<file path="src/hw/pmi_pkg.sv">
// shared constants and carrier types for the port 0 input side
package pmi_pkg;
  // core clock and reference clock periods, in nanoseconds
  localparam int CORE_PERIOD_NS = 4;
  localparam int MII_REF_PERIOD_NS = 40;
  localparam int RMII_REF_PERIOD_NS = 20;
  // reference periods counted in core clock cycles
  localparam int MII_DIV_CYC = MII_REF_PERIOD_NS / CORE_PERIOD_NS;
  localparam int RMII_DIV_CYC = RMII_REF_PERIOD_NS / CORE_PERIOD_NS;
  localparam int DIV_W = 4;
  localparam logic [DIV_W-1:0] DIV_ZERO = 4'h0;
  localparam logic [DIV_W-1:0] MII_DIV_LAST = DIV_W'(MII_DIV_CYC - 1);
  localparam logic [DIV_W-1:0] RMII_DIV_LAST = DIV_W'(RMII_DIV_CYC - 1);
  localparam logic [DIV_W-1:0] MII_DIV_HALF = DIV_W'(MII_DIV_CYC / 2);
  localparam int NIB_W = 4;
  localparam int FIFO_DEPTH = 16;
  localparam logic [1:0] DIBIT_PAD = 2'h0;

  // port personality
  typedef enum logic [1:0] {
    PMI_MAC = 2'b00,
    PMI_PHY = 2'b01,
    PMI_RMII_PHY = 2'b11
  } pmi_mode_t;

  // one nibble (or dibit) handed to the switch port
  typedef struct packed {
    logic [NIB_W-1:0] dat;
    logic dibit;
    logic rx_err;
    logic abort;
    logic last;
  } pmi_word_t;

  localparam int WORD_W = $bits(pmi_word_t);

  // raw pin group as seen through the input buffers
  typedef struct packed {
    logic [NIB_W-1:0] dat;
    logic valid;
    logic err;
    logic clk;
  } pmi_pins_t;
endpackage

</file>
<file path="src/hw/pmi_port_in.sv">
// port 0 media-independent input side: pin capture, framing and word fifo
`timescale 1ns/1ns
`default_nettype none

module pmi_fifo
  import pmi_pkg::*;
#(
  parameter int WIDTH = WORD_W,
  parameter int DEPTH = FIFO_DEPTH
)
(
  input wire logic core_clk,
  input wire logic rstn,
  input wire logic in_valid,
  output logic in_ready,
  input wire logic [WIDTH-1:0] in_data,
  output logic out_valid,
  input wire logic out_ready,
  output logic [WIDTH-1:0] out_data
);
  localparam int AW = $clog2(DEPTH);

  typedef struct packed {
    logic [AW-1:0] wr_ptr;
    logic [AW-1:0] rd_ptr;
    logic [AW:0] cnt;
    logic ov;
    logic [WIDTH-1:0] od;
  } pmi_fifo_st_t;

  pmi_fifo_st_t s_reg;
  pmi_fifo_st_t s_next;
  logic [WIDTH-1:0] mem [DEPTH];
  logic push;
  logic pop;

  // output word sits in a register so the top sees flop outputs only
  always_comb
  begin
    s_next = s_reg;
    in_ready = (s_reg.cnt != (AW+1)'(DEPTH));
    push = in_valid && in_ready;
    pop = (s_reg.cnt != '0) && (!s_reg.ov || out_ready);
    if (out_ready && s_reg.ov)
    begin
      s_next.ov = 1'b0;
    end
    if (pop)
    begin
      s_next.od = mem[s_reg.rd_ptr];
      s_next.ov = 1'b1;
      s_next.rd_ptr = s_reg.rd_ptr + 1'b1;
    end
    if (push)
    begin
      s_next.wr_ptr = s_reg.wr_ptr + 1'b1;
    end
    s_next.cnt = s_reg.cnt + (AW+1)'(push) - (AW+1)'(pop);
    out_valid = s_reg.ov;
    out_data = s_reg.od;
  end

  // storage has no reset; only pointers and count matter
  always_ff @(posedge core_clk)
  begin
    if (push)
    begin
      mem[s_reg.wr_ptr] <= in_data;
    end
  end

  always_ff @(posedge core_clk or negedge rstn)
  begin
    if (!rstn)
    begin
      s_reg <= '0;
    end
    else
    begin
      s_reg <= s_next;
    end
  end
endmodule

module pmi_port_in
  import pmi_pkg::*;
(
  input wire logic core_clk,
  input wire logic rstn,
  input wire pmi_mode_t port_mode,
  input wire logic port_isolate_bit,
  input wire logic in_data_bit3,
  input wire logic in_data_bit2,
  input wire logic in_data_bit1,
  input wire logic in_data_bit0,
  input wire logic in_data_valid,
  input wire logic in_data_error,
  input wire logic in_ref_clock_i,
  output logic in_ref_clock_o,
  output logic in_ref_clock_oe_n,
  output logic in_pulldown_en,
  output logic in_buffer_en,
  output logic out_valid,
  input wire logic out_ready,
  output pmi_word_t out_word,
  output logic overflow
);
  typedef struct packed {
    pmi_pins_t pin_s1;
    pmi_pins_t pin_s2;
    logic clk_s3;
    logic [DIV_W-1:0] div;
    logic ref_out;
    logic ref_oe_n;
    logic pd_en;
    logic buf_en;
    pmi_word_t held;
    logic held_v;
    logic err_acc;
    logic dropping;
    pmi_word_t push_word;
    logic push_v;
    logic overflow;
  } pmi_state_t;

  pmi_state_t s_reg;
  pmi_state_t s_next;
  logic fifo_ready;
  logic [WORD_W-1:0] fifo_out;
  logic is_phy;
  logic is_rmii;
  logic is_mac;
  logic iso;
  logic tick;
  logic v;
  logic e;
  logic abort_now;
  logic [NIB_W-1:0] d;
  logic [DIV_W-1:0] div_last;
  pmi_pins_t pins;
  always_comb
  begin
    s_next = s_reg;
    is_mac = (port_mode == PMI_MAC);
    is_rmii = (port_mode == PMI_RMII_PHY);
    is_phy = !is_mac;
    iso = port_isolate_bit && is_phy;
    // raw pins pass two flops first; a disabled input buffer then reads as low
    s_next.pin_s1 = {in_data_bit3, in_data_bit2, in_data_bit1, in_data_bit0,
                     in_data_valid, in_data_error, in_ref_clock_i};
    s_next.pin_s2 = s_reg.pin_s1;
    pins = pmi_pins_t'(s_reg.pin_s2 & {7{s_reg.buf_en}});
    s_next.clk_s3 = pins.clk;
    s_next.buf_en = !iso;
    s_next.pd_en = !iso;
    // reference timing: external clock edge in mac mode, own divider otherwise
    div_last = is_rmii ? RMII_DIV_LAST : MII_DIV_LAST;
    if (is_mac || s_reg.div >= div_last)
    begin
      s_next.div = DIV_ZERO;
    end
    else
    begin
      s_next.div = s_reg.div + 1'b1;
    end
    // current count keeps the first period after reset whole; rises the second edge after a tick
    s_next.ref_out = (port_mode == PMI_PHY) && (s_reg.div < MII_DIV_HALF);
    s_next.ref_oe_n = !((port_mode == PMI_PHY) && !port_isolate_bit);
    if (is_mac)
    begin
      tick = pins.clk && !s_reg.clk_s3;
    end
    else
    begin
      tick = (s_reg.div == div_last);
    end
    // qualify pins; isolate kills valid and error even in mac mode
    v = pins.valid && !port_isolate_bit;
    e = pins.err && v && !is_rmii;
    d = is_rmii ? {DIBIT_PAD, pins.dat[1:0]} : pins.dat;
    abort_now = e && (port_mode == PMI_PHY);
    // one nibble is held back so the frame end can be flagged on it
    s_next.push_v = 1'b0;
    if (tick)
    begin
      if (s_reg.held_v)
      begin
        s_next.push_word = s_reg.held;
        s_next.push_word.last = !v || abort_now;
        s_next.push_word.abort = abort_now;
        s_next.push_v = 1'b1;
      end
      s_next.held_v = v && !abort_now && !s_reg.dropping;
      s_next.held.dat = d;
      s_next.held.dibit = is_rmii;
      s_next.held.rx_err = s_reg.err_acc || (e && is_mac);
      s_next.held.abort = 1'b0;
      s_next.held.last = 1'b0;
      s_next.err_acc = v && (s_reg.err_acc || (e && is_mac));
      if (abort_now)
      begin
        s_next.dropping = 1'b1;
      end
      else if (!v)
      begin
        s_next.dropping = 1'b0;
      end
    end
    // pins cannot be stalled: a refused word drops the rest of its frame
    if (s_reg.push_v && !fifo_ready)
    begin
      s_next.overflow = 1'b1;
      s_next.dropping = 1'b1;
      s_next.held_v = 1'b0;
    end
  end
  always_ff @(posedge core_clk or negedge rstn)
  begin
    if (!rstn)
    begin
      s_reg <= '0;
    end
    else
    begin
      s_reg <= s_next;
    end
  end

  // sixteen word buffer between pin timing and the switch port
  pmi_fifo #(
    .WIDTH(WORD_W),
    .DEPTH(FIFO_DEPTH)
  ) u_fifo (
    .core_clk(core_clk),
    .rstn(rstn),
    .in_valid(s_reg.push_v),
    .in_ready(fifo_ready),
    .in_data(s_reg.push_word),
    .out_valid(out_valid),
    .out_ready(out_ready),
    .out_data(fifo_out)
  );
  assign out_word = pmi_word_t'(fifo_out);
  assign in_ref_clock_o = s_reg.ref_out;
  assign in_ref_clock_oe_n = s_reg.ref_oe_n;
  assign in_pulldown_en = s_reg.pd_en;
  assign in_buffer_en = s_reg.buf_en;
  assign overflow = s_reg.overflow;
endmodule

`default_nettype wire

</file>
<file path="config.mk">
export PLATFORM = sky130hd
export DESIGN_NAME = pmi_port_in
export DESIGN_NICKNAME = d
export VERILOG_FILES = /design/src/hw/pmi_pkg.sv /design/src/hw/pmi_port_in.sv
export SDC_FILE = /design/constraint.sdc
export NUM_CORES = 1
export LEC_CHECK = 0
export CAP_MARGIN = 20
export CORE_ASPECT_RATIO = 0.7
export CORE_MARGIN = 2
export CORE_UTILIZATION = 60
export DETAILED_ROUTE_END_ITERATION = 8
export DONT_BUFFER_PORTS = 1
export GPL_TIMING_DRIVEN = 0
export HOLD_SLACK_MARGIN = 0.1
export PLACE_DENSITY = 0.76
export SYNTH_ARGS = -nofsm -noshare
export SYNTH_HDL_FRONTEND = slang
export SYNTH_SLANG_ARGS = --single-unit
</file>
<file path="constraint.sdc">
create_clock -name core_clk -period 3.1 [get_ports core_clk]
set_clock_uncertainty 0.05 [all_clocks]
set_input_delay 0 -clock core_clk [delete_from_list [all_inputs] [get_ports core_clk]]
set_output_delay 0 -clock core_clk [all_outputs]
set_load 0.05 [all_outputs]
</file>
==> results of run 1 <==
## Yosys cell counts (2+ instances only)
cell type / number / area, um^2
nand3_1: 6 / 30.0
inv_1: 24 / 90.1
clkbuf_1: 4 / 15.0
ha_1: 16 / 200
nor4_1: 4 / 25.0
buf_4: 12 / 90.1
edfxtp_1: 128 / 3840
nor2_1: 13 / 48.8
or2_2: 2 / 12.5
nand2b_1: 3 / 18.8
nor3b_1: 2 / 15.0
mux2i_1: 9 / 90.1
a21o_1: 10 / 75.1
buf_6: 6 / 67.6
xnor2_1: 9 / 78.8
mux4_2: 6 / 135
a31oi_1: 3 / 18.8
xor2_1: 3 / 26.3
nand4_1: 2 / 12.5
mux2_2: 8 / 90.1
nand2_1: 18 / 67.6
nor2b_1: 2 / 12.5
mux4_1: 26 / 683
o21ai_0: 8 / 40.0
a211o_1: 2 / 17.5
o22ai_1: 7 / 43.8
and2_1: 9 / 56.3
a22o_1: 2 / 17.5
buf_12: 2 / 40.0
dfrtp_1: 63 / 1580
a211oi_1: 7 / 52.6
a21oi_1: 4 / 20.0
## per-stage QoR
| stage | hold slack, ps | util, % | instances | power, mW |
|---|---|---|---|---|
| 2_1_floorplan | -346 | - | 436 | 5.03 |
| 3_3_place_gp | -344 | 63.6 | 598 | 5.45 |
| 3_5_place_dp | -345 | 64.0 | 602 | 5.55 |
| 4_1_cts | 135 | 70.7 | 657 | 7.69 |
| 5_1_grt | 174 | 70.8 | 657 | 8.01 |
| 6_report | 159 | 70.8 | 657 | 7.67 |
## area by class of cell
| cell class | count | area share [%] |
|---|---|---|
| Inverter | 25 | 1.10 |
| Timing Repair Buffer | 27 | 3.34 |
| Clock buffer | 17 | 4.80 |
| Clock inverter | 15 | 1.60 |
| Tap cell | 162 | 2.29 |
| Buffer | 26 | 2.54 |
| Sequential cell | 191 | 61.2 |
| Multi-Input combinational cell | 194 | 23.1 |
## final timing paths
kind | startpoint | to | slack, ps | cells past startpoint
max | u_fifo.s_reg[11]$_DFF_PN0_ | u_fifo.s_reg[13]$_DFF_PN0_ | 220 | 13
min | rstn | s_next[36]$_DFF_PN0_ | 160 | 3
max reg2reg | u_fifo.s_reg[11]$_DFF_PN0_ | u_fifo.s_reg[13]$_DFF_PN0_ | 220 | 13
min reg2reg | s_next[31]$_DFF_PN0_ | s_reg[31]$_DFF_PN0_ | 300 | 0
max in group asynchronous | rstn | u_fifo.out_data[5]$_DFFE_PN0P_ | 2570 | 3
min in group core_clk | port_mode[1] | in_buffer_en$_DFF_PN0_ | 160 | 2
## cell families (layout without fill, tap and decap cells)
logic type	after synthesis	count (layout)	share of synthesized area, %
XOR/XNOR	12	12	1.36
multiplexers	49	49	12.9
AND/OR/NAND/NOR	70	70	4.84
adder cells (fa/ha/maj)	17	17	2.84
flip-flops	191	191	70.0
AO/OA/AOI/OAI	46	46	3.99
buffers and inverters	51	110	4.12
## report_power, final
part | switching, mW | internal (mW)
sequential | 0.399 | 3.15
clock | 1.03 | 1.07
combinational | 1.06 | 0.957
## layer usage
metal  GRT usage (%)  wire, um
met3            5.30       722
met2            33.6      6680
met4            6.92       211
met5               0         0
met1            32.7      6750
## critical path, cell delays in order (launching register included)
cell	delay (ps)
dfrtp_1	380
inv_1	90
ha_1	170
nor4bb_2	450
nand2b_1	160
buf_2	240
clkinvlp_4	250
ha_1	250
inv_1	70
fa_1	200
inv_1	50
a21oi_1	170
o21bai_1	100
xnor2_1	130
## timing repair
action,in CTS,in global routing
gates resized for setup,0,3
endpoints found under the setup margin,0,1
setup buffers,0,0
hold buffers,23,0
endpoints found under the hold margin,98,0
==> impl_metrics.tcl, run 1 <==
set metrics [dict create \
    status "complete, no violations" \
    dr_total_vias 3925 \
    rsz0062_at_grt "no" \
    clock.fmax_mhz 347 \
    worst_pin_slew_ps 915 \
    grt_max_degree 64 \
    drt_first_pass_iters 4 \
    grt_pass1_wl_um 22200 \
    regArea_um2 5420 \
    grt_antenna_before_repair 0 \
    synth_edf_count 128 \
    fin_nets 512 \
    cts_tree "yes" \
    slew_headroom_pct 38.8 \
    ant_nets 0 \
    cts_buffer_depth 2 \
    core_area_um2 12500 \
    ir_drop_v 0.000800 \
    syn2layout_area_growth_pct 14.3 \
    path_class "reg2reg" \
    setup_viol 0 \
    worst_setup_path_end_kind "register" \
    worstPathArrival_ps 3140 \
    maxSlewViolCount 0 \
    mostFrequentLayoutCell "edfxtp_1" \
    clkTransAtPathRegs_ps 80 \
    layout_common_cells "128 x edfxtp_1, 63 x dfrtp_1, 26 x mux4_1" \
    ys_seq_elements 191 \
    numCtsBuffers 17 \
    diodes 0 \
    fin_area_um2 8850 \
    num-fill-cells 753 \
    synth_nets 466 \
    grt_pass1_vias 3953 \
    layout_setup_ws_ps 217 \
    netlist_area_um2 7750 \
    clock_latency_ps 430 \
    track_usage_pct 22.2 \
    multi_input_area_um2 2050 \
    largest_reg_flops 128 \
    synth_warnings 0 \
    drv_cap 0 \
    setup_tns_ps 0 \
    leakagePower_nw 3.35 \
    fin_crit_sh_pct 93.0 \
    dieArea_um2 13900 \
    crit_required_ps 3360 \
    layout-drive-gt1-share_pct 17.4 \
    ioPinCount 27 \
    cts_root_buf "clkbuf_16" \
    drtIter0Drc 368 \
    period_minus_slack_ps 2880 \
    placed_area_um2 8010 \
    ys_types 48 \
    place_congestion 0.785 \
    grt_overflow 0 \
    cts_sinks 191 \
    synth.yosys.seq_area_share_pct 70.0 \
    portBuffers 0 \
    initial_core_util_pct 61.9 \
    pre_cts_slack_ps 61.3 \
    async_reset_ff_share_pct 33.0 \
    wl_per_cell_um 21.9 \
    die_h_um 99.1 \
    totalWireLength_um 14400 \
    synth_flop_cell "edfxtp_1" \
    start_kind "register" \
    rows 34 \
    path_max_fanout 7 \
    viasPerCell 5.97 \
    syn-instance-count 436 \
    worstHoldPathType "in2async" \
    hpwl_um 9020 \
    cts_max_level 4 \
    fp.dieW_um 140 \
    hold_viol_final 0 \
    drc 0 \
    syn_avg_cell_area_um2 17.8 \
    powerDensity_nw_per_um2 867 \
]
No activity file was read; power rests on OpenSTA's default activity.
==> run 2: changes to the inputs <==
--- a/config.mk
+++ b/config.mk
@@ -7,13 +7,13 @@
 export LEC_CHECK = 0
 export CAP_MARGIN = 20
 export CORE_ASPECT_RATIO = 0.7
-export CORE_MARGIN = 2
-export CORE_UTILIZATION = 60
+export CORE_MARGIN = 8
+export CORE_UTILIZATION = 63
 export DETAILED_ROUTE_END_ITERATION = 8
 export DONT_BUFFER_PORTS = 1
 export GPL_TIMING_DRIVEN = 0
 export HOLD_SLACK_MARGIN = 0.1
-export PLACE_DENSITY = 0.76
+export PLACE_DENSITY = 0.79
 export SYNTH_ARGS = -nofsm -noshare
 export SYNTH_HDL_FRONTEND = slang
 export SYNTH_SLANG_ARGS = --single-unit
==> run 2 against run 1 <==
Fmax is 2.5% lower. Critical path depth is 2 higher. Die area is 17% higher. Via count is 2.8% higher. Setup slack worse by 75 ps. Clock-buffer cell count is 4 higher. Clock power hardly changed. Global-route usage is 1.9 points lower. Design area is 0.11% higher. Sequential cell count stayed put. Sequential power hardly changed. Critical path type unchanged. Critical endpoint unchanged. Largest power group unchanged.
==> impl_metrics.tcl, run 2 (synthesis gave the netlist of run 1 again) <==
set metrics [dict create \
    fin_crit_sh_pct 95.4 \
    ioPinCount 27 \
    worstHoldPathType "in2async" \
    layout-drive-gt1-share_pct 17.2 \
    largest_reg_flops 128 \
    diodes 0 \
    dr_total_vias 4036 \
    clock_latency_ps 420 \
    slowest_stage "fa_1" \
    drtIter0Drc 319 \
    period_minus_slack_ps 2960 \
    grt_pass1_vias 4137 \
    grt_max_degree 64 \
    ir_drop_v 0.000533 \
    path_common_cell "inv_1" \
    mostFrequentLayoutCell "edfxtp_1" \
    portBuffers 0 \
    cts_root_buf "clkbuf_16" \
    placed_area_um2 8010 \
    hold_slack_ps 154 \
    leakagePower_nw 3.36 \
    viasPerCell 6.14 \
    grt_antenna_before_repair 0 \
    ant_nets 0 \
    start_kind "register" \
    layout_setup_ws_ps 142 \
    clock.fmax_mhz 338 \
    hold_viol_final 0 \
    post-cts-setup-buffer-count 0 \
    fp.dieW_um 149 \
    fin_nets 512 \
    totalWireLength_um 15500 \
    die_h_um 109 \
    power_mw 7.71 \
    path_class "reg2reg" \
    worstPathArrival_ps 3260 \
    crit_required_ps 3400 \
    cpPeakStageDelay_ps 420 \
    slew_headroom_pct 34.2 \
    wl_per_cell_um 23.6 \
    layout_common_cells "128 x edfxtp_1, 63 x dfrtp_1, 26 x mux4_1" \
    drc 0 \
    initial_core_util_pct 63.5 \
    status "complete, no violations" \
    grt_pass1_wl_um 23600 \
    setup_viol 0 \
    grt_overflow 0 \
    cts_tree "yes" \
    path_max_fanout 10 \
    rows 34 \
    hpwl_um 9220 \
    core_area_um2 12200 \
    dieArea_um2 16200 \
    cts_buffer_depth 2 \
    worst_setup_path_end_kind "register" \
    fin_area_um2 8860 \
    powerDensity_nw_per_um2 870 \
    syn2layout_area_growth_pct 14.4 \
    maxSlewViolCount 0 \
    clkTransAtPathRegs_ps 70 \
    worst_pin_slew_ps 983 \
    drt_first_pass_iters 5 \
    numCtsBuffers 17 \
    drv_cap 0 \
    place_congestion 0.818 \
    worstPathCellList "inv_1 > ha_1 > nor4b_2 > a21o_1 > buf_6 > inv_1 > ha_1 > inv_1 > ha_1 > inv_1 > fa_1 > inv_1 > a21oi_1 > o21bai_1 > xnor2_1" \
    track_usage_pct 20.2 \
    cts_max_level 4 \
    pre_cts_slack_ps 165 \
    cts_sinks 191 \
]
-- run 2: cell types whose count changed in the layout (fill, tap and decap cells not counted) --
cell | before | now
clkbuf_16 | 17 | 19
clkinv_2 | 0 | 5
clkinvlp_4 | 1 | 0
inv_6 | 4 | 2
inv_4 | 2 | 0
clkinv_4 | 3 | 4
clkinv_1 | 0 | 1
clkbuf_8 | 0 | 2
inv_8 | 6 | 0
-- run 2: area by class of cell --
class                   count  area, um^2
multi-input cells         194        2050
plain buffers              26         225
well taps                 162         203
clock inverters            11        77.6
repair buffers             27         295
fillers                   699        3350
inverters                  25        93.8
clock buffers              21         503
flip-flops and latches    191        5420
-- run 2: power by group --
| part | leakage, nW | switching (mW) | internal (mW) | total [mW] |
|---|---|---|---|---|
| logic | 1.18 | 1.11 | 0.963 | 2.07 |
| registers | 1.89 | 0.401 | 3.15 | 3.55 |
| clock network | 0.294 | 0.920 | 1.17 | 2.09 |
| total | 3.36 | 2.43 | 5.28 | 7.71 |
-- run 2: critical path: cells and delay by family, from the launching register on --
family | cells | cell delay [ps]
xor gates and xnor gates | 1 | 130
and+or+nand+nor | 1 | 330
adders and majority gates | 4 | 1060
DFF | 1 | 390
buffers and inverters | 6 | 540
AOI/OAI and AO/OA | 3 | 380
-- run 2: path summary, 6_finish.rpt --
kind,depth (start not counted),startpoint,endpoint,slack [ps]
min in group core_clk,2,port_mode[1],in_buffer_en$_DFF_PN0_,190
setup reg to reg,15,u_fifo.s_reg[12]$_DFF_PN0_,u_fifo.s_reg[13]$_DFF_PN0_,140
setup / recovery,15,u_fifo.s_reg[12]$_DFF_PN0_,u_fifo.s_reg[13]$_DFF_PN0_,140
hold / removal,3,rstn,s_reg[15]$_DFFE_PN0P_,150
max in group asynchronous,3,rstn,u_fifo.s_reg[15]$_DFFE_PN0P_,2590
hold reg to reg,0,s_next[34]$_DFF_PN0_,s_reg[34]$_DFF_PN0_,300
-- run 2: through the flow --
step | setup TNS, ps | utilization [%] | instances
floorplan | 0 | - | 436
global placement | 0 | 65.1 | 598
detailed placement | 0 | 65.6 | 602
CTS | 0 | 72.5 | 657
global route | -51.2 | 72.6 | 657
finish | 0 | 72.6 | 657
-- run 2: metal layers --
metal  GRT usage (%)  share of wire, %  vias to the layer above
li1                -                 -                     1767
met1            26.9                43                     2080
met2            32.4                48                      167
met3            4.81               6.9                       22
met4            7.40               1.7                        0
met5               0                 0                        -
-- run 2: what timing repair did --
action | 4_1_cts | 5_1_grt
endpoints found under the setup margin | 0 | 1
hold buffers | 23 | 0
gates resized for setup | 0 | 2
hold endpoints to repair | 97 | 0
==> run 3: changes to the inputs <==
--- a/config.mk
+++ b/config.mk
@@ -5,15 +5,15 @@
 export SDC_FILE = /design/constraint.sdc
 export NUM_CORES = 1
 export LEC_CHECK = 0
+export BUFFER_PORTS_ARGS = -buffer_cell sky130_fd_sc_hd__buf_2
 export CAP_MARGIN = 20
 export CORE_ASPECT_RATIO = 0.7
 export CORE_MARGIN = 8
-export CORE_UTILIZATION = 63
+export CORE_UTILIZATION = 66
 export DETAILED_ROUTE_END_ITERATION = 8
-export DONT_BUFFER_PORTS = 1
 export GPL_TIMING_DRIVEN = 0
 export HOLD_SLACK_MARGIN = 0.1
-export PLACE_DENSITY = 0.79
+export PLACE_DENSITY = 0.84
 export SYNTH_ARGS = -nofsm -noshare
 export SYNTH_HDL_FRONTEND = slang
 export SYNTH_SLANG_ARGS = --single-unit
==> constraint.sdc (replaced) <==
create_clock -name core_clk -period 3.7 [get_ports core_clk]
set_clock_uncertainty 0.05 [all_clocks]
set_input_delay 0 -clock core_clk [delete_from_list [all_inputs] [get_ports core_clk]]
set_output_delay 0 -clock core_clk [all_outputs]
set_load 0.05 [all_outputs]
==> run 3 against run 2 <==
Register-to-register slack better by 450 ps. Clock-buffer cell count up 1. First-iteration DRC count up 8.5%. Global-route usage grew 0.41 points. Sequential power shrank 17%. Sequential share of layout area down 0.19 points. Non-clock buffer count rose by 18. Critical path depth shrank 2. Sequential cell count did not move. Routed wire length decreased by 2.4%. Design area rose by 0.31%. Via count decreased by 1.7%. Largest power group unchanged. Highest routed layer unchanged.
==> impl_metrics.tcl, run 3 (synthesis gave the netlist of run 1 again) <==
set metrics [dict create \
    worstPathBufferInverterCount 5 \
    cts_sinks 191 \
    totalWireLength_um 15100 \
    cts_buffer_depth 2 \
    cpPeakStageDelay_ps 520 \
    clkTransAtPathRegs_ps 70 \
    hold_slack_ps 157 \
    grt_pass1_vias 4182 \
    drt_first_pass_iters 5 \
    worstPathCellList "inv_1 > ha_1 > nor4bb_1 > nand2b_1 > buf_2 > clkinv_1 > ha_1 > inv_1 > fa_1 > inv_1 > a21oi_1 > o21bai_1 > xnor2_1" \
    leakagePower_nw 3.41 \
    initial_core_util_pct 67.0 \
    grt_max_degree 38 \
    fp.dieW_um 145 \
    die_h_um 107 \
    hold_viol_final 0 \
    viasPerCell 5.92 \
    wl_per_cell_um 22.6 \
    ir_drop_v 0.000529 \
    start_kind "register" \
    clock.fmax_mhz 322 \
    crit_required_ps 3960 \
    num-fill-cells 612 \
    place_congestion 0.783 \
    drtIter0Drc 346 \
    cts_root_buf "clkbuf_16" \
    final_util_pct 76.9 \
    dr_total_vias 3966 \
    setup_tns_ps 0 \
    worst_setup_path_end_kind "register" \
    period_minus_slack_ps 3110 \
    dieArea_um2 15500 \
    cts_max_level 4 \
    drv_cap 0 \
    largest_reg_flops 128 \
    ioPinCount 27 \
    core_area_um2 11600 \
    cpLargestDelayFamily "buffers and inverters" \
    hpwl_um 9780 \
    path_max_fanout 7 \
    maxSlewViolCount 0 \
    rsz0062_at_grt "no" \
    grt_pass1_wl_um 23800 \
    track_usage_pct 20.6 \
    worstHoldPathType "in2async" \
    slowest_stage "nor4bb_1" \
    rows 33 \
    fin_nets 530 \
    cts_tree "yes" \
    power_mw 6.56 \
    layout-drive-gt1-share_pct 20.5 \
    powerDensity_nw_per_um2 738 \
    drc 0 \
    path_common_cell "inv_1" \
    clock_latency_ps 430 \
    cts.repair.resized 0 \
    worst_pin_slew_ps 952 \
    status "complete, no violations" \
    grt_antenna_before_repair 0 \
    portBuffers 26 \
    worstPathArrival_ps 3370 \
    mostFrequentLayoutCell "edfxtp_1" \
    ant_nets 0 \
    fin_crit_sh_pct 84.0 \
    setup_viol 0 \
    numCtsBuffers 17 \
    layout_common_cells "128 x edfxtp_1, 63 x dfrtp_1, 27 x buf_2" \
    syn2layout_area_growth_pct 14.8 \
    grt_overflow 0 \
    path_class "reg2reg" \
    diodes 0 \
    slew_headroom_pct 36.3 \
]
-- run 3: area by class of cell --
class / instances / area, um^2 / area share (%)
Clock buffer: 22 / 464 / 5.22
Clock inverter: 10 / 138 / 1.55
Timing Repair Buffer: 45 / 320 / 3.60
Sequential cell: 191 / 5420 / 61.0
Multi-Input combinational cell: 194 / 2030 / 22.9
Inverter: 25 / 93.8 / 1.06
Tap cell: 157 / 196 / 2.21
Buffer: 26 / 225 / 2.53
-- run 3: where the power goes --
part	switching, mW	internal (mW)	leakage (nW)
combinational	0.944	0.825	1.23
clock	0.743	1.10	0.290
sequential	0.311	2.64	1.89
-- run 3: what timing repair did --
item | 4_1_cts | 5_1_grt
hold endpoints to repair | 56 | 0
hold buffers | 14 | 0
setup buffers | 0 | 0
-- run 3: worst paths after layout --
kind,startpoint,cells after the start,slack (ps),to
min in group core_clk,in_data_bit1,2,160,s_next[34]$_DFF_PN0_
max reg2reg,u_fifo.s_reg[12]$_DFF_PN0_,13,590,u_fifo.s_reg[13]$_DFF_PN0_
max,u_fifo.s_reg[12]$_DFF_PN0_,13,590,u_fifo.s_reg[13]$_DFF_PN0_
max in group asynchronous,rstn,3,2810,u_fifo.s_reg[16]$_DFFE_PN0P_
min,rstn,2,160,in_ref_clock_oe_n$_DFF_PN0_
min reg2reg,s_next[36]$_DFF_PN0_,0,300,s_reg[36]$_DFF_PN0_
-- run 3: per-stage QoR --
step                cell area, um^2  cells  setup slack, ps
finish                         8890    670              591
detailed placement             8150    624              697
global route                   8890    670              390
floorplan                      7750    436             1140
CTS                            8890    670              603
global placement               8070    619              645
-- run 3: per-layer routing --
metal	GRT usage, %	routed length, um	up-vias
met5	0	0	-
met4	6.81	171	0
met3	4.84	852	16
met2	34.0	7450	155
met1	27.1	6650	2010
li1	-	-	1785
